File: src/shared/pll_ctl_pkg.sv
// Constants and types shared by the loop model and its controller.
// Assumes one system clock at 125 MHz; the reference arrives as a synchronous level.
package pll_ctl_pkg;
    localparam int CLK_PERIOD_NS = 8;
    localparam int PERIOD_W = 16;
    localparam logic [PERIOD_W-1:0] HALF_INIT = 16'h0004;
    localparam logic [PERIOD_W-1:0] HALF_MIN = 16'h0001;
    localparam logic [PERIOD_W-1:0] PERIOD_MAX = 16'hffff;
    localparam logic [PERIOD_W-1:0] LOCK_TOL = 16'h0001;
    localparam int LOCK_CNT_W = 4;
    localparam logic [LOCK_CNT_W-1:0] LOCK_REFS = 4'h4;
    localparam int CORE_OUTS = 2;

    // Controller register map, byte addresses
    localparam int ADDR_W = 8;
    localparam logic [ADDR_W-1:0] CTRL_ADDR = 8'h00;
    localparam logic [ADDR_W-1:0] STATUS_ADDR = 8'h04;
    localparam logic [ADDR_W-1:0] INT_STATUS_ADDR = 8'h08;
    localparam logic [ADDR_W-1:0] INT_MASK_ADDR = 8'h0c;
    localparam logic [ADDR_W-1:0] STABLE_REFS_ADDR = 8'h10;

    localparam int CTRL_ENABLE_BIT = 0;
    localparam int CTRL_CLEAR_BIT = 1;
    localparam int CTRL_PD_BIT = 2;
    localparam logic [2:0] CTRL_RESET = 3'h5;

    localparam int ST_LOCK_BIT = 0;
    localparam int ST_STABLE_BIT = 1;
    localparam int ST_DRESET_BIT = 2;

    localparam int EV_STABLE_BIT = 0;
    localparam int EV_LOST_BIT = 1;
    localparam int EV_W = 2;

    localparam int STABLE_W = 16;
    localparam logic [STABLE_W-1:0] STABLE_REFS_RESET = 16'h0010;

    typedef enum logic [1:0] {
        LOOP_HOLD = 2'b00,
        LOOP_WAIT_REF = 2'b01,
        LOOP_ACQUIRE = 2'b10,
        LOOP_LOCKED = 2'b11
    } loop_state_type;

    function automatic logic [PERIOD_W-1:0] abs_diff(input logic [PERIOD_W-1:0] a,
                                                     input logic [PERIOD_W-1:0] b);
        abs_diff = (a > b) ? a - b : b - a;
    endfunction : abs_diff
endpackage : pll_ctl_pkg

File: src/shared/pll_link_if.sv
// Control and clock signals between the loop and the logic that runs it.
// Assumes both ends sit on the same system clock.
`timescale 1ns/1ps
interface pll_link_if;
    import pll_ctl_pkg::*;
    logic reference_clock_in;
    logic loop_enable;
    logic counter_clear;
    logic pd_enable;
    logic [CORE_OUTS-1:0] core_clock;
    logic external_clock_output;
    logic lock;

    modport loop (
        input reference_clock_in, loop_enable, counter_clear, pd_enable,
        output core_clock, external_clock_output, lock
    );
    modport controller (
        output reference_clock_in, loop_enable, counter_clear, pd_enable,
        input core_clock, external_clock_output, lock
    );
endinterface : pll_link_if
File: src/hdl/pll_loop.sv
// Digital model of the loop: oscillator, phase detector and lock indicator.
// Assumes the reference is sampled on SYS_CLK and is much slower than it.
//
// How it works
// - Enable high runs loop; low holds reset
// - Enable low grounds clocks, drops lock
// - Enable rising restarts acquisition on reference
// - Counter clear resets counters, outputs, lock
// - Clear falling restarts acquisition on reference
// - Detector off suppresses up/down, oscillator runs
// - Detector off: clocks free-run, may drift
// - Lock output high locked, low otherwise
// - Lock consumers tolerate toggling during acquisition
// - Reference only from dedicated clock pins
// - At least one loop output used
// - Core clocks global, external clock to pins
// - Controls may come from fabric or pins
//
// The implementer's own choices: the register addresses and the plain strobed port.
`timescale 1ns/1ps
module pll_loop
    import pll_ctl_pkg::*;
(
    input wire logic SYS_CLK,
    input wire logic RSTN,
    pll_link_if.loop LINK,
    output logic [CORE_OUTS-1:0] GLOBAL_CLOCK,
    output logic BOARD_CLOCK_PIN
);
    loop_state_type state_q;
    loop_state_type state_d;
    logic ref_q;
    logic ref_rise;
    logic hold;
    logic [PERIOD_W-1:0] ref_cnt_q;
    logic [PERIOD_W-1:0] ref_period_q;
    logic period_valid_q;
    logic [PERIOD_W-1:0] half_q;
    logic [PERIOD_W-1:0] osc_cnt_q;
    logic osc_q;
    logic osc_div_q;
    logic pd_up;
    logic pd_down;
    logic [PERIOD_W-1:0] osc_period;
    logic in_tol;
    logic [LOCK_CNT_W-1:0] good_q;
    logic lock_q;
    logic [CORE_OUTS-1:0] core_q;
    logic ext_q;

    // Enable low or clear high both hold the whole loop at its start values
    assign hold = !LINK.loop_enable || LINK.counter_clear;
    assign ref_rise = LINK.reference_clock_in && !ref_q;
    assign osc_period = {half_q[PERIOD_W-2:0], 1'b0};
    assign in_tol = abs_diff(osc_period, ref_period_q) <= LOCK_TOL;

    // Phase detector compares one oscillator period against the measured reference
    // period at every reference edge; with the detector disabled both outputs stay low.
    assign pd_up = LINK.pd_enable && ref_rise && period_valid_q
        && (osc_period > ref_period_q);
    assign pd_down = LINK.pd_enable && ref_rise && period_valid_q
        && (osc_period < ref_period_q) && (half_q > HALF_MIN);

    always_ff @(posedge SYS_CLK or negedge RSTN) begin
        if (!RSTN) begin
            ref_q <= 1'b0;
        end else begin
            ref_q <= LINK.reference_clock_in;
        end
    end

    always_comb begin
        state_d = state_q;
        case (state_q)
            LOOP_HOLD: begin
                if (!hold) begin
                    state_d = LOOP_WAIT_REF;
                end
            end
            LOOP_WAIT_REF: begin
                if (ref_rise) begin
                    state_d = LOOP_ACQUIRE;
                end
            end
            LOOP_ACQUIRE: begin
                if (ref_rise && in_tol && period_valid_q && good_q == LOCK_REFS) begin
                    state_d = LOOP_LOCKED;
                end
            end
            LOOP_LOCKED: begin
                if (ref_rise && !in_tol) begin
                    state_d = LOOP_ACQUIRE;
                end
            end
            default: begin
                state_d = LOOP_HOLD;
            end
        endcase
        if (hold) begin
            state_d = LOOP_HOLD;
        end
    end

    always_ff @(posedge SYS_CLK or negedge RSTN) begin
        if (!RSTN) begin
            state_q <= LOOP_HOLD;
        end else begin
            state_q <= state_d;
        end
    end

    // Reference period measurement, restarted on each reference edge
    always_ff @(posedge SYS_CLK or negedge RSTN) begin
        if (!RSTN) begin
            ref_cnt_q <= '0;
            ref_period_q <= '0;
            period_valid_q <= 1'b0;
        end else if (state_d == LOOP_HOLD || state_q == LOOP_HOLD) begin
            ref_cnt_q <= '0;
            ref_period_q <= '0;
            period_valid_q <= 1'b0;
        end else if (ref_rise) begin
            ref_cnt_q <= 16'h0001;
            if (state_q != LOOP_WAIT_REF) begin
                ref_period_q <= ref_cnt_q;
                period_valid_q <= 1'b1;
            end
        end else if (ref_cnt_q != PERIOD_MAX) begin
            ref_cnt_q <= ref_cnt_q + 16'h0001;
        end
    end

    // Oscillator tuning; the last tuned value is kept while the detector is off,
    // so frequency only drifts by whatever the tuning word was last off by.
    always_ff @(posedge SYS_CLK or negedge RSTN) begin
        if (!RSTN) begin
            half_q <= HALF_INIT;
        end else if (state_q == LOOP_HOLD) begin
            half_q <= HALF_INIT;
        end else if (pd_down) begin
            half_q <= half_q + 16'h0001;
        end else if (pd_up) begin
            half_q <= half_q - 16'h0001;
        end
    end

    // Oscillator runs from the first reference edge after release and then
    // keeps toggling whether or not the reference still arrives.
    always_ff @(posedge SYS_CLK or negedge RSTN) begin
        if (!RSTN) begin
            osc_cnt_q <= '0;
            osc_q <= 1'b0;
            osc_div_q <= 1'b0;
        end else if (state_q == LOOP_HOLD || state_q == LOOP_WAIT_REF) begin
            osc_cnt_q <= '0;
            osc_q <= 1'b0;
            osc_div_q <= 1'b0;
        end else if (osc_cnt_q + 16'h0001 >= half_q) begin
            osc_cnt_q <= '0;
            osc_q <= !osc_q;
            if (osc_q) begin
                osc_div_q <= !osc_div_q;
            end
        end else begin
            osc_cnt_q <= osc_cnt_q + 16'h0001;
        end
    end

    // Lock qualifier: consecutive reference edges inside tolerance
    always_ff @(posedge SYS_CLK or negedge RSTN) begin
        if (!RSTN) begin
            good_q <= '0;
        end else if (state_q == LOOP_HOLD) begin
            good_q <= '0;
        end else if (ref_rise) begin
            if (!(in_tol && period_valid_q)) begin
                good_q <= '0;
            end else if (good_q != LOCK_REFS) begin
                good_q <= good_q + 4'h1;
            end
        end
    end

    always_ff @(posedge SYS_CLK or negedge RSTN) begin
        if (!RSTN) begin
            lock_q <= 1'b0;
        end else begin
            lock_q <= (state_d == LOOP_LOCKED);
        end
    end

    // Outputs are registered and grounded whenever the loop is held
    always_ff @(posedge SYS_CLK or negedge RSTN) begin
        if (!RSTN) begin
            core_q <= '0;
            ext_q <= 1'b0;
        end else if (hold) begin
            core_q <= '0;
            ext_q <= 1'b0;
        end else begin
            core_q <= {osc_div_q, osc_q};
            ext_q <= osc_q;
        end
    end

    assign LINK.core_clock = core_q;
    assign LINK.external_clock_output = ext_q;
    assign LINK.lock = lock_q;
    assign GLOBAL_CLOCK = core_q;
    assign BOARD_CLOCK_PIN = ext_q;

endmodule : pll_loop

File: src/flat_wrapper.sv
// flat-port wrapper written by rule: the top's interface ports become plain ports
module pll_loop_flat import pll_ctl_pkg::*;
  (SYS_CLK, RSTN, GLOBAL_CLOCK, BOARD_CLOCK_PIN, LINK_reference_clock_in, LINK_loop_enable, LINK_counter_clear, LINK_pd_enable, LINK_core_clock, LINK_external_clock_output, LINK_lock);
  pll_link_if LINK_i ();
  input wire logic SYS_CLK;
  input wire logic RSTN;
  output logic [CORE_OUTS-1:0] GLOBAL_CLOCK;
  output logic BOARD_CLOCK_PIN;
  input wire logic [$bits(LINK_i.reference_clock_in)-1:0] LINK_reference_clock_in;
  input wire logic [$bits(LINK_i.loop_enable)-1:0] LINK_loop_enable;
  input wire logic [$bits(LINK_i.counter_clear)-1:0] LINK_counter_clear;
  input wire logic [$bits(LINK_i.pd_enable)-1:0] LINK_pd_enable;
  output wire logic [$bits(LINK_i.core_clock)-1:0] LINK_core_clock;
  output wire logic [$bits(LINK_i.external_clock_output)-1:0] LINK_external_clock_output;
  output wire logic [$bits(LINK_i.lock)-1:0] LINK_lock;
  assign LINK_i.reference_clock_in = LINK_reference_clock_in;
  assign LINK_i.loop_enable = LINK_loop_enable;
  assign LINK_i.counter_clear = LINK_counter_clear;
  assign LINK_i.pd_enable = LINK_pd_enable;
  assign LINK_core_clock = LINK_i.core_clock;
  assign LINK_external_clock_output = LINK_i.external_clock_output;
  assign LINK_lock = LINK_i.lock;
  pll_loop u_core (.SYS_CLK(SYS_CLK), .RSTN(RSTN), .LINK(LINK_i), .GLOBAL_CLOCK(GLOBAL_CLOCK), .BOARD_CLOCK_PIN(BOARD_CLOCK_PIN));
endmodule
File: config.mk
export PLATFORM = sky130hd
export DESIGN_NAME = pll_loop_flat
export DESIGN_NICKNAME = d
export VERILOG_FILES = /design/src/shared/pll_ctl_pkg.sv /design/src/shared/pll_link_if.sv /design/src/hdl/pll_loop.sv /design/src/flat_wrapper.sv
export SDC_FILE = /design/constraint.sdc
export NUM_CORES = 1
export LEC_CHECK = 0
export ABC_AREA = 1
export BUFFER_PORTS_ARGS = -buffer_cell sky130_fd_sc_hd__buf_2
export CORE_MARGIN = 1
export CORE_UTILIZATION = 25
export CTS_CLUSTER_DIAMETER = 80
export DETAILED_ROUTE_END_ITERATION = 8
export PLACE_DENSITY_LB_ADDON = 0.2
export SLEW_MARGIN = 5
export SYNTH_ARGS = -nofsm -noshare
export SYNTH_HDL_FRONTEND = slang
export SYNTH_SLANG_ARGS = --single-unit
File: constraint.sdc
create_clock -name SYS_CLK -period 5.2 [get_ports SYS_CLK]
set_clock_uncertainty 0.2 [all_clocks]
set_input_delay 0.78 -clock SYS_CLK [delete_from_list [all_inputs] [get_ports SYS_CLK]]
set_output_delay 0.78 -clock SYS_CLK [all_outputs]
set_load 0.01 [all_outputs]
; After elaboration in Yosys (flattened, before gate mapping)
; Cells that the tools add are included.
[classes]
n_eq_ne = 9
n_addsub = 7
n_reduce_logical = 31
n_mux = 31
magnitude_cmp = 5
[ops]
columns = cell, n
row1 = $mux W16, 12
row2 = $add A16 B1 Y16 const B, 3
row3 = $sub A16 B16 Y16, 2
row4 = $ge A16 B16 Y1, 1
row5 = $gt A16 B1 Y1 const B, 1
row6 = $gt A16 B16 Y1, 1
row7 = $le A16 B1 Y1 const B, 1
row8 = $lt A16 B16 Y1, 1
row9 = $mux W4, 4
row10 = $ne A16 B16 Y1 const B, 1
row11 = $sub A16 B1 Y16 const B, 1
row12 = $logic_and A1 B1 Y1, 11
row13 = $mux W2, 5
row14 = $reduce_bool A2 Y1, 5
row15 = $mux W1, 9
row16 = $pmux W2 S4, 1
row17 = $eq A2 B2 Y1 const B, 3
row18 = $reduce_and A2 Y1, 3
row19 = $reduce_bool A3 Y1, 2
row20 = $logic_not A1 Y1, 5
row21 = $add A4 B1 Y4 const B, 1
row22 = $eq A4 B3 Y1 const B, 1
row23 = $logic_not A2 Y1, 2
row24 = $ne A4 B3 Y1 const B, 1
row25 = 4 further kinds, 6
[totals]
word_cells = 96
out_inout_bits = 7
input_bits = 6
ff_bits = 78

; Longest topological paths before layout
; Gate-level depths: netlist of the first run.
[logic_depth]
ltp_word = 13
depth_mapped = 23

; Least setup slack after synthesis of the first run
; OpenSTA, ideal clock, no wires.
[synth_path]
path_kind = register -> register
start = register u_core.osc_cnt_q[0]
end = register u_core.osc_cnt_q[10]
stages_incl_launch_ff = 17
slack_ns = 2.037
synth_period_minus_slack_ns = 3.163
setup_ns = 0.131
arrival_time_ns = 2.833
required_ns = 4.869
path_cell_list = dfrtp_1 and3_1 nand3_1 nor3_1 nand3_1 nand3b_1 nor3b_1 xor2_1 ha_1 nand2_1 inv_1 nand3_1 nor3_1 nand2_1 nand4_1 clkbuf_1 nor2_1
[synth_between]
elab_chain_len = 4
[synth_rtl]
columns = item, line
row1 = from (decl), pll_loop.sv:39  ; logic [PERIOD_W-1:0] osc_cnt_q;
row2 = from (signal assigned), pll_loop.sv:165  ; osc_cnt_q <= osc_cnt_q + 16'h0001;
row3 = $add A16 B1 Y16 *, "pll_loop.sv:158, pll_loop.sv:165"
row4 = $ge A16 B16 Y1, pll_loop.sv:158  ; end else if (osc_cnt_q + 16'h0001 >= half_q) begin
row5 = $mux W16 *, pll_loop.sv:158
row6 = $mux W16 *, pll_loop.sv:154  ; end else if (state_q == LOOP_HOLD || state_q == LOOP_WAIT_REF) begin
; Every way passes the cells marked *; elsewhere a longest branch is shown, timed or not.
; A chain may end at the register's enable or synchronous reset.

; Worst setup path after layout of the first run
[layout_path]
start = register u_core.osc_cnt_q[0]
end = register u_core.osc_div_q
[layout_between]
elab_chain_len = 4
[layout_rtl]
columns = item, line
row1 = $add A16 B1 Y16, pll_loop.sv:158
row2 = $ge A16 B16 Y1, pll_loop.sv:158
row3 = $reduce_bool A2 Y1 (no source line), --
row4 = $reduce_and A2 Y1 (no source line), --
row5 = to (signal assigned), pll_loop.sv:162  ; osc_div_q <= !osc_div_q;
row6 = to (decl), pll_loop.sv:41  ; logic osc_div_q;
; Every way passes these cells.

==> results of run 1 <==
-- cell families (layout without fill, tap and decap cells) --
kind of cell / count (synthesis) / after routing / share of synthesized area [%]
AOI/OAI and AO/OA: 118 / 118 / 10.13
xor gates and xnor gates: 18 / 18 / 2.449
adders and majority gates: 56 / 56 / 11.12
buffers and inverters: 211 / 226 / 12.77
DFF: 77 / 77 / 29.95
and+or+nand+nor: 498 / 498 / 33.59
-- flip-flops by register name, indices dropped and copies added, names as in the netlist --
signal / count
u_core.GLOBAL_CLOCK: 2
u_core.ref_q: 1
u_core.osc_cnt_q: 16
u_core.period_valid_q: 1
u_core.LINK.lock: 1
u_core.osc_div_q: 1
u_core.half_q: 16
u_core.ref_period_q: 16
u_core.osc_q: 1
u_core.good_q: 4
u_core.state_q: 2
u_core.ref_cnt_q: 16
-- metrics by stage --
| step | utilization [%] | std cells |
|---|---|---|
| finish | 28.27 | 1323 |
| global route | 28.27 | 1323 |
| CTS | 28.27 | 1323 |
| detailed placement | 27.11 | 1307 |
| global placement | 27.11 | 1307 |
| floorplan | - | 978 |
-- power by group --
part / internal, mW / leakage, nW / switching (mW) / total [mW]
registers: 0.608 / 1.07 / 0.0113 / 0.619
clock network: 0.371 / 0.138 / 0.259 / 0.630
logic: 0.128 / 2.50 / 0.288 / 0.416
total: 1.11 / 3.71 / 0.558 / 1.67
-- Yosys cell counts (all sizes together) --
| master | instances | area [um2] |
|---|---|---|
| xor2 | 16 | 140.1 |
| inv | 195 | 732.0 |
| and3 | 3 | 18.77 |
| o2111ai | 1 | 8.760 |
| o211ai | 1 | 7.510 |
| nor3 | 22 | 115.1 |
| and2 | 2 | 12.51 |
| nor3b | 2 | 15.01 |
| buf | 8 | 58.81 |
| o221ai | 1 | 8.760 |
| dfrtp | 76 | 1902 |
| a211oi | 2 | 15.01 |
| nand3 | 73 | 370.4 |
| o211a | 1 | 10.01 |
| o22ai | 14 | 87.58 |
| a31oi | 5 | 31.28 |
| nor4 | 1 | 6.260 |
| o21ai | 37 | 185.2 |
| a32oi | 1 | 8.760 |
| or2 | 3 | 18.77 |
| nor2 | 97 | 394.1 |
| dfstp | 1 | 26.28 |
| a21oi | 50 | 250.2 |
| clkbuf | 8 | 31.28 |
| fa | 2 | 40.04 |
| o21bai | 2 | 15.01 |
| o21a | 1 | 7.510 |
| nand3b | 3 | 22.52 |
| a221oi | 1 | 8.760 |
| a21o | 1 | 7.510 |
| nand4 | 17 | 118.9 |
| ha | 54 | 675.7 |
| xnor2 | 2 | 17.52 |
| nand2 | 275 | 1070 |
-- worst max path at each step --
stage	start	endpoint
after floorplan	u_core.osc_cnt_q[0]	u_core.osc_cnt_q[10]
after global placement	u_core.osc_cnt_q[0]	u_core.osc_div_q
after detailed placement	u_core.osc_cnt_q[0]	u_core.osc_div_q
after CTS	u_core.osc_cnt_q[0]	u_core.osc_div_q
after global routing	u_core.osc_cnt_q[0]	u_core.osc_div_q
final	u_core.osc_cnt_q[0]	u_core.osc_div_q
-- area by class of cell --
class	count	share of cell area, %
Multi-Input combinational cell	690	51.66
Sequential cell	77	27.01
Inverter	195	10.25
Tap cell	330	5.784
Clock buffer	10	3.208
Timing Repair Buffer	15	1.192
Clock inverter	6	0.8940
-- layer usage --
| metal | up-vias | share of wire [%] | track usage [%] |
|---|---|---|---|
| li1 | 3104 | - | - |
| met1 | 2673 | 50 | 19.58 |
| met2 | 78 | 46 | 24.16 |
| met3 | 16 | 2.0 | 1.502 |
| met4 | 0 | 1.7 | 4.974 |
| met5 | - | 0 | 0 |
==> flow_summary.json, run 1 <==
{
  "die_area_um2": 26390,
  "worstPathRequired_ps": 5260,
  "seqCellArea_um2": 1928,
  "routed_via_density": 4.438,
  "ys.warnings.count": 0,
  "synthDistinctLibCells": 46,
  "grt_overflow": 0,
  "synth_nets": 1040,
  "syn_inst": 978,
  "n_fill_cell": 2857,
  "drtAntennaViolNets": 0,
  "grt_pass1_vias": 5794,
  "cts_buffers": 9,
  "drtIter0Drc": 305,
  "yosysSeqAreaShare_pct": 29.95,
  "clockBufferDepth": 2,
  "layout_commonest_cell": "nand2_1",
  "leakagePower_nw": 3.707,
  "whs_ps": 225.3,
  "final_max_slew_viol_count": 0,
  "rsz0062_at_grt": "no",
  "setup_viol": 0,
  "row_count": 58,
  "worstSkewPairLatency_ps": 350,
  "cts_tree": "done",
  "post_drt_wl_per_cell_um": 13.62,
  "ios": 13,
  "crit_type": "reg2reg",
  "path_clk_slew_ps": 70,
  "start_kind": "flip-flop",
  "min_period_ps": 3659,
  "r2r_end": "u_core.osc_div_q",
  "multi_input_comb_area_um2": 3687,
  "nets": 1050,
  "synth-seq-cells": 77,
  "cts_resized": 0,
  "worstSetupEndpointType": "flip-flop",
  "worstPathMaxFanout": 18,
  "portBuffers": 12,
  "path_cells": "and3_1, nand3_1, nor3_1, nand3_1, nand3b_1, nor3b_1, xor2_1, ha_1, nand2_1, inv_1, nand3_1, nor3_1, nand2_1, nand4_1, buf_4, nand2_1, inv_1, nand3_1, o21ai_0",
  "total_power_mw": 1.665,
  "dp_hpwl_um": 14530,
  "drt-pass1-iter-count": 5,
  "slowest_stage": "dfrtp_1",
  "setup_ws_ps": 1541,
  "drive_gt1_share_pct": 5.942,
  "initial_utilization_pct": 25.49,
  "crit_family": "simple AND/OR/NAND/NOR gates",
  "drc": 0,
  "r2r_slack_ps": 1540,
  "area_growth_pct": 10.88,
  "tightest_slew_ps": 687.7,
  "cp_num_cells": 19,
  "syn_avg_cell_area_um2": 6.582,
  "power_density_nw_per_um2": 233.3,
  "h-tree-depth": 3,
  "rr_startpoint": "u_core.osc_cnt_q[0]",
  "placed_area_um2": 6845,
  "gp_congestion": 0.8214,
  "cts_sinks": 77,
  "grt_max_degree": 42,
  "final_area_um2": 7138,
  "most-common-layout-cells": "262 x nand2_1, 193 x inv_1, 91 x nor2_1",
  "syn_area_um2": 6437,
  "cts_hold_buf": 0,
  "hp-class": "in2async",
  "cts_setup_buffers": 0,
  "maxCapViolCount": 0,
  "timing.fmax_mhz": 273.3,
  "ir_drop_mv": 0.1375,
  "max_stage_delay_ps": 410,
  "crit_top_cell": "nand3_1",
  "wl_um": 18020,
  "antenna_found_initial": 0,
  "setup_tns_ps": 0,
  "timing.slew.headroom_pct": 53.98,
  "critPathArrivalTime_ps": 3720,
  "die_w_um": 162.5,
  "via_count": 5871,
  "coreArea_um2": 25250,
  "critical_path_buf_inv_count": 3,
  "diodes": 0,
  "outcome": "completed",
  "timing.final.crit_share_pct": 70.36,
  "grt_pass1_wl_um": 29930,
  "grt_use_total_pct": 14.56,
  "root_buffer": "clkbuf_16",
  "reg2reg_depth": 19,
  "place_ws_ps": 1477,
  "hold_viol_final": 0,
  "fp.dieH_um": 162.5
}
No activity file was read; power rests on OpenSTA's default activity.
==> run 2, diff against run 1 <==
ABC_AREA = 0   (was 1)
clock period = 3.2 ns   (was 5.2 ns; I/O delays follow)
==> flow_summary.json, run 2 <==
{
  "outcome": "finished with violations",
  "violations": "negative setup slack",
  "finalNonFillerCells": 1225,
  "clockBufferDepth": 2,
  "switching_power_mw": 0.5029,
  "synth_edf_count": 0,
  "grt_pass1_vias": 5978,
  "nets": 958,
  "die_w_um": 159.5,
  "ir_drop_mv": 0.3046,
  "async_reset_ff_share_pct": 100.0,
  "n_fill_cell": 2451,
  "synth_simple_gate_area_share_pct": 21.46,
  "area_growth_pct": 46.76,
  "grt_max_degree": 48,
  "worstPathMaxFanout": 5,
  "min_period_ps": 3469,
  "timing.final.crit_share_pct": 108.4,
  "clkPwrFrac_pct": 54.6,
  "synth_fa_ha_area_share_pct": 11.54,
  "grt_pass1_wl_um": 32060,
  "netlist_top_cells_count": "76 x dfrtp_1, 61 x nor2_1, 54 x ha_1, 51 x inv_1, 38 x a21oi_1",
  "diodes": 0,
  "initial_utilization_pct": 25.50,
  "power_density_nw_per_um2": 251.2,
  "portBuffers": 12,
  "crit_type": "reg2reg",
  "setup_ws_ps": -269.3,
  "hold_viol_final": 0,
  "hp-start": "LINK_reference_clock_in",
  "multi_input_comb_area_um2": 4556,
  "worstSkewPairLatency_ps": 350,
  "timing.slew.headroom_pct": 52.08,
  "root_buffer": "clkbuf_16",
  "synth.most_common_cell": "dfrtp_1",
  "leakagePower_nw": 4.068,
  "yosys-mux-area-fraction_pct": 0.8069,
  "synthFlopType": "dfrtp_1",
  "drtIter0Drc": 305,
  "r2r_end": "u_core.good_q[1]",
  "reg2reg_depth": 13,
  "cp_num_cells": 13,
  "worstPathRequired_ps": 3280,
  "fp.dieH_um": 159.5,
  "worstSetupEndpointType": "flip-flop",
  "timing.fmax_mhz": 288.2,
  "synthTopCellsByArea": "dfrtp_1 31%, ha_1 11%, xnor2_1 4.2%",
  "synth-compound-area-share_pct": 23.46,
  "cts_tree": "done",
  "drc": 0,
  "die_area_um2": 25440,
  "syn_inst": 697,
  "cts_sinks": 77,
  "final_max_slew_viol_count": 0,
  "row_count": 57,
  "slowest_stage": "dfstp_2",
  "rsz0062_at_grt": "yes",
  "synth_top_family_by_area": "compound AO/OA/AOI/OAI gates",
  "min_to": "u_core.ref_q",
  "synth_nets": 759,
  "final_area_um2": 9102,
  "synthDistinctLibCells": 91,
  "p_seq_share_pct": 42.8,
  "drive_gt1_share_pct": 39.96,
  "drtAntennaViolNets": 0,
  "crit_family": "compound AO/OA/AOI/OAI gates",
  "syn_avg_cell_area_um2": 8.898,
  "routed_via_density": 4.807,
  "placed_area_um2": 7991,
  "syn_area_um2": 6202,
  "p_int_mw": 1.783,
  "synth_top_area_cell": "dfrtp_1",
  "cts_buffers": 9,
  "setup_viol": 6,
  "holdPathStages": 1,
  "coreArea_um2": 24320,
  "yosysSeqAreaShare_pct": 31.09,
  "seqCellArea_um2": 1936,
  "post_drt_wl_per_cell_um": 16.22,
  "synth_top_area_share_pct": 30.66,
  "path_cells": "inv_2, ha_4, and2_4, o21ai_2, buf_4, a32o_1, a2111o_1, a2111oi_4, a41oi_2, a31oi_4, o2111ai_4, or3_1, a21oi_1",
  "grt_use_total_pct": 15.93,
  "start_kind": "flip-flop",
  "most-common-layout-cells": "191 x buf_4, 70 x dfrtp_1, 56 x nor2_1",
  "ios": 13,
  "max_stage_delay_ps": 550,
  "layout_commonest_cell": "buf_4",
  "via_count": 5889,
  "synth-xor-area-share_pct": 6.355,
  "gp_congestion": 0.8567,
  "drt-pass1-iter-count": 7,
  "grt_overflow": 0,
  "synth-seq-cells": 77,
  "rr_startpoint": "u_core.half_q[2]",
  "tightest_slew_ps": 718.8,
  "post-place-cells": 1187,
  "maxCapViolCount": 0,
  "wl_um": 19860,
  "swShare_pct": 22.00,
  "antenna_found_initial": 0,
  "hp-class": "in2reg",
  "r2r_slack_ps": -270,
  "combPwrFrac_pct": 2.6,
  "ys.warnings.count": 0,
  "critical_path_buf_inv_count": 2,
  "dp_hpwl_um": 15350,
  "h-tree-depth": 3,
  "path_clk_slew_ps": 60,
  "critPathArrivalTime_ps": 3550
}
## run 2: cell count changes after synthesis, sizes merged, moves of 17 or more
cell and change:
nand2 -242, inv -143, nand3 -40, nor2 -36, xnor2 +28, nor2b +23, a21o +17
## run 2: cell type report
| type | count | area share [%] |
|---|---|---|
| clock inverters | 6 | 1.306 |
| repair buffers | 214 | 18.06 |
| multi-input cells | 541 | 50.05 |
| well taps | 324 | 4.454 |
| flip-flops and latches | 77 | 21.26 |
| inverters | 53 | 2.241 |
| clock buffers | 10 | 2.625 |
## run 2: repair_timing
action,CTS,global route
buffers inserted,13,9
pin swaps,35,22
endpoints found under the hold margin,21,0
gates cloned,0,1
gates resized for setup,67,56
endpoints found under the setup margin,36,35
hold buffers,1,0
## run 2: cell families after synthesis
group,Yosys count
mux,5
fa+ha+maj,56
flops,77
xor+xnor,45
compound gates,192
buf+inv,79
simple gates,243
## run 2: layer usage
layer / wire (um) / global-route usage [%] / up-vias / part of all wire [%]
met1: 10020 / 21.95 / 2877 / 50
met2: 9149 / 26.08 / 54 / 46
met4: 280 / 4.065 / 0 / 1.4
met5: 0 / 0 / - / 0
li1: - / - / 2942 / -
met3: 412 / 2.188 / 16 / 2.1
## run 2: power by group through the flow
| stage | clock network, mW | registers, mW | logic (mW) |
|---|---|---|---|
| after floorplan | 0 | 0.996 | 0.0196 |
| after global placement | 0 | 0.997 | 0.0589 |
| after detailed placement | 0 | 0.997 | 0.0589 |
| after CTS | 1.29 | 0.978 | 0.0608 |
| after global routing | 1.33 | 0.978 | 0.0691 |
| final | 1.25 | 0.978 | 0.0599 |
## run 2: how the worst max path moves through the flow
stage                            from          endpoint  slack, ps
5_1_grt              u_core.half_q[2]  u_core.good_q[1]       -370
3_5_place_dp         u_core.half_q[1]  u_core.good_q[1]       -430
2_1_floorplan        u_core.half_q[2]  u_core.good_q[1]        -40
6_report             u_core.half_q[2]  u_core.good_q[1]       -270
3_3_place_gp         u_core.half_q[1]  u_core.good_q[1]       -470
4_1_cts        u_core.ref_period_q[1]  u_core.good_q[1]       -240
## run 2: worst register-to-register path, stage by stage, from the launching register on
cell and delay [ps]:
dfstp_2 550, inv_2 50, ha_4 300, and2_4 190, o21ai_2 80, buf_4 140, a32o_1 230, a2111o_1 370
a2111oi_4 220, a41oi_2 90, a31oi_4 270, o2111ai_4 210, or3_1 380, a21oi_1 120
## run 2: through the flow
| step | util (%) | power (mW) | TNS (ps) | hold WS (ps) | setup slack (ps) |
|---|---|---|---|---|---|
| floorplan | - | 1.015 | -44.45 | -15.59 | -44.45 |
| global placement | 32.86 | 1.056 | -6359 | 283.5 | -466.3 |
| detailed placement | 32.86 | 1.056 | -5084 | 290.0 | -426.7 |
| CTS | 36.04 | 2.328 | -1225 | 49.00 | -240.3 |
| global route | 37.43 | 2.374 | -3386 | 57.67 | -369.0 |
| finish | 37.43 | 2.286 | -1406 | 59.71 | -269.3 |
==> run 3, diff against run 2 <==
--- a/config.mk
+++ b/config.mk
@@ -9,8 +9,9 @@
 export BUFFER_PORTS_ARGS = -buffer_cell sky130_fd_sc_hd__buf_2
 export CORE_MARGIN = 1
-export CORE_UTILIZATION = 25
+export CORE_UTILIZATION = 50
 export CTS_CLUSTER_DIAMETER = 80
 export DETAILED_ROUTE_END_ITERATION = 8
 export PLACE_DENSITY_LB_ADDON = 0.2
+export SKIP_CTS_REPAIR_TIMING = 1
 export SLEW_MARGIN = 5
 export SYNTH_ARGS = -nofsm -noshare
==> constraint.sdc (replaced) <==
create_clock -name SYS_CLK -period 3.2 [get_ports SYS_CLK]
set_clock_uncertainty 0.2 [all_clocks]
set_input_delay 0.16 -clock SYS_CLK [delete_from_list [all_inputs] [get_ports SYS_CLK]]
set_output_delay 0.16 -clock SYS_CLK [all_outputs]
set_load 0.01 [all_outputs]
==> flow_summary.json, run 3 (synthesized netlist as in run 2, its figures left out) <==
{
  "outcome": "finished with violations",
  "violations": "negative setup slack",
  "ios": 13,
  "dp_hpwl_um": 14130,
  "max_stage_delay_ps": 530,
  "start_kind": "flip-flop",
  "critPathCapture": "u_core.good_q[1]",
  "crit_type": "reg2reg",
  "power_density_nw_per_um2": 236.0,
  "setup_viol": 32,
  "rr_startpoint": "u_core.half_q[2]",
  "grt_use_total_pct": 29.61,
  "total_power_mw": 2.137,
  "drive_gt1_share_pct": 41.20,
  "crit_top_cell": "buf_4",
  "ir_drop_mv": 0.3585,
  "n_fill_cell": 796,
  "place_ws_ps": -491.9,
  "critPathArrivalTime_ps": 3640,
  "setup_ws_ps": -368.9,
  "crit_path_start": "u_core.half_q[2]",
  "min_period_ps": 3569,
  "path_cells": "inv_2, ha_4, nand4_1, buf_4, o221ai_2, o31a_1, a311o_1, nor4_2, a41oi_2, a31oi_2, buf_4, o2111ai_4, or3_4, a21oi_2",
  "path_clk_slew_ps": 60,
  "drtAntennaViolNets": 0,
  "grt_max_degree": 78,
  "wl_um": 20530,
  "critical_path_buf_inv_count": 3,
  "worstSetupEndpointType": "flip-flop",
  "drtIter0Drc": 520,
  "tightest_slew_ps": 1217,
  "timing.slew.headroom_pct": 18.87,
  "die_w_um": 113.4,
  "slowest_stage": "dfstp_2",
  "area_growth_pct": 45.96,
  "layout_commonest_cell": "buf_4",
  "fp.dieH_um": 113.4,
  "timing.final.crit_share_pct": 111.5,
  "timing.fmax_mhz": 280.2,
  "crit_family": "compound AO/OA/AOI/OAI gates",
  "cts_buffers": 9,
  "maxCapViolCount": 0,
  "drc": 0,
  "drt-pass1-iter-count": 5,
  "cts_sinks": 77,
  "clockBufferDepth": 2,
  "post-place-cells": 1014,
  "hold_viol_final": 0,
  "worstSkewPairLatency_ps": 350,
  "finalNonFillerCells": 1066,
  "r2r_end": "u_core.good_q[1]",
  "r2r_slack_ps": -370,
  "diodes": 0,
  "grt_pass1_wl_um": 29640,
  "post_drt_wl_per_cell_um": 19.26,
  "initial_utilization_pct": 51.42,
  "setup_tns_ps": -3071,
  "grt_pass1_vias": 5942,
  "worstPathMaxFanout": 8,
  "most-common-layout-cells": "182 x buf_4, 71 x dfrtp_1, 56 x nor2_1",
  "antenna_found_initial": 0,
  "nets": 955,
  "root_buffer": "clkbuf_16",
  "cts_tree": "done",
  "via_count": 6425,
  "hp-class": "in2reg",
  "reg2reg_depth": 14,
  "routed_via_density": 6.027,
  "rsz0062_at_grt": "yes",
  "final_max_slew_viol_count": 0,
  "placed_area_um2": 7644,
  "row_count": 40,
  "coreArea_um2": 12060,
  "gp_congestion": 0.9336,
  "leakagePower_nw": 4.081,
  "h-tree-depth": 3,
  "cp_num_cells": 14,
  "die_area_um2": 12850,
  "final_area_um2": 9052,
  "grt_overflow": 0,
  "portBuffers": 12,
  "worstPathRequired_ps": 3270
}
run 3: changes by cell type in the layout (fill, tap and decap cells not counted), sizes merged:
cell | previous run | this run
inv | 53 | 52
dlygate4sd3 | 1 | 5
clkinvlp | 0 | 2
bufinv | 3 | 2
buf | 213 | 206
run 3: cell type report:
class                   count  area, um2  share of cell area [%]
flip-flops and latches     77       1934                   21.37
clock buffers              10      229.0                   2.529
clock inverters             6      88.84                  0.9813
repair buffers            211       1627                   17.97
well taps                 168      210.2                   2.322
multi-input cells         541       4762                   52.61
inverters                  53      201.4                   2.225
run 3: power by group:
part           switching (mW)  total [mW]  internal (mW)
logic                  0.0436      0.0599         0.0163
clock network           0.415        1.10          0.683
registers             0.00278       0.979          0.976
total                   0.462        2.14           1.68
run 3: routing by layer:
layer | vias up | share of wire, % | track usage, %
li1 | 2932 | - | -
met1 | 3122 | 42 | 40.40
met2 | 301 | 48 | 47.40
met3 | 70 | 6.7 | 4.251
met4 | 0 | 3.7 | 12.19
met5 | - | 0 | 0
run 3: worst min-delay path by stage:
stage / to / cells past startpoint / start / slack [ps]
finish: u_core.ref_q / 2 / LINK_reference_clock_in / 280
global route: u_core.ref_q / 2 / LINK_reference_clock_in / 300
CTS: u_core.ref_q / 1 / LINK_reference_clock_in / -260
detailed placement: u_core.ref_q / 1 / LINK_reference_clock_in / 100
global placement: u_core.ref_q / 1 / LINK_reference_clock_in / 90
floorplan: u_core.GLOBAL_CLOCK[0] / 0 / RSTN / -340
run 3: worst register-to-register path, delay by kind of cell (launching register included):
kind	cells	cell delay (ps)
AND/OR/NAND/NOR	3	960
flip-flops	1	530
AO/OA/AOI/OAI	7	1150
adder cells (fa/ha/maj)	1	270
buffers and inverters	3	390
run 3: through the flow:
step | util, % | hold slack (ps)
2_1_floorplan | - | -335.6
3_3_place_gp | 63.37 | 91.56
3_5_place_dp | 63.37 | 95.71
4_1_cts | 66.01 | -260.4
5_1_grt | 75.05 | 297.7
6_report | 75.05 | 277.4
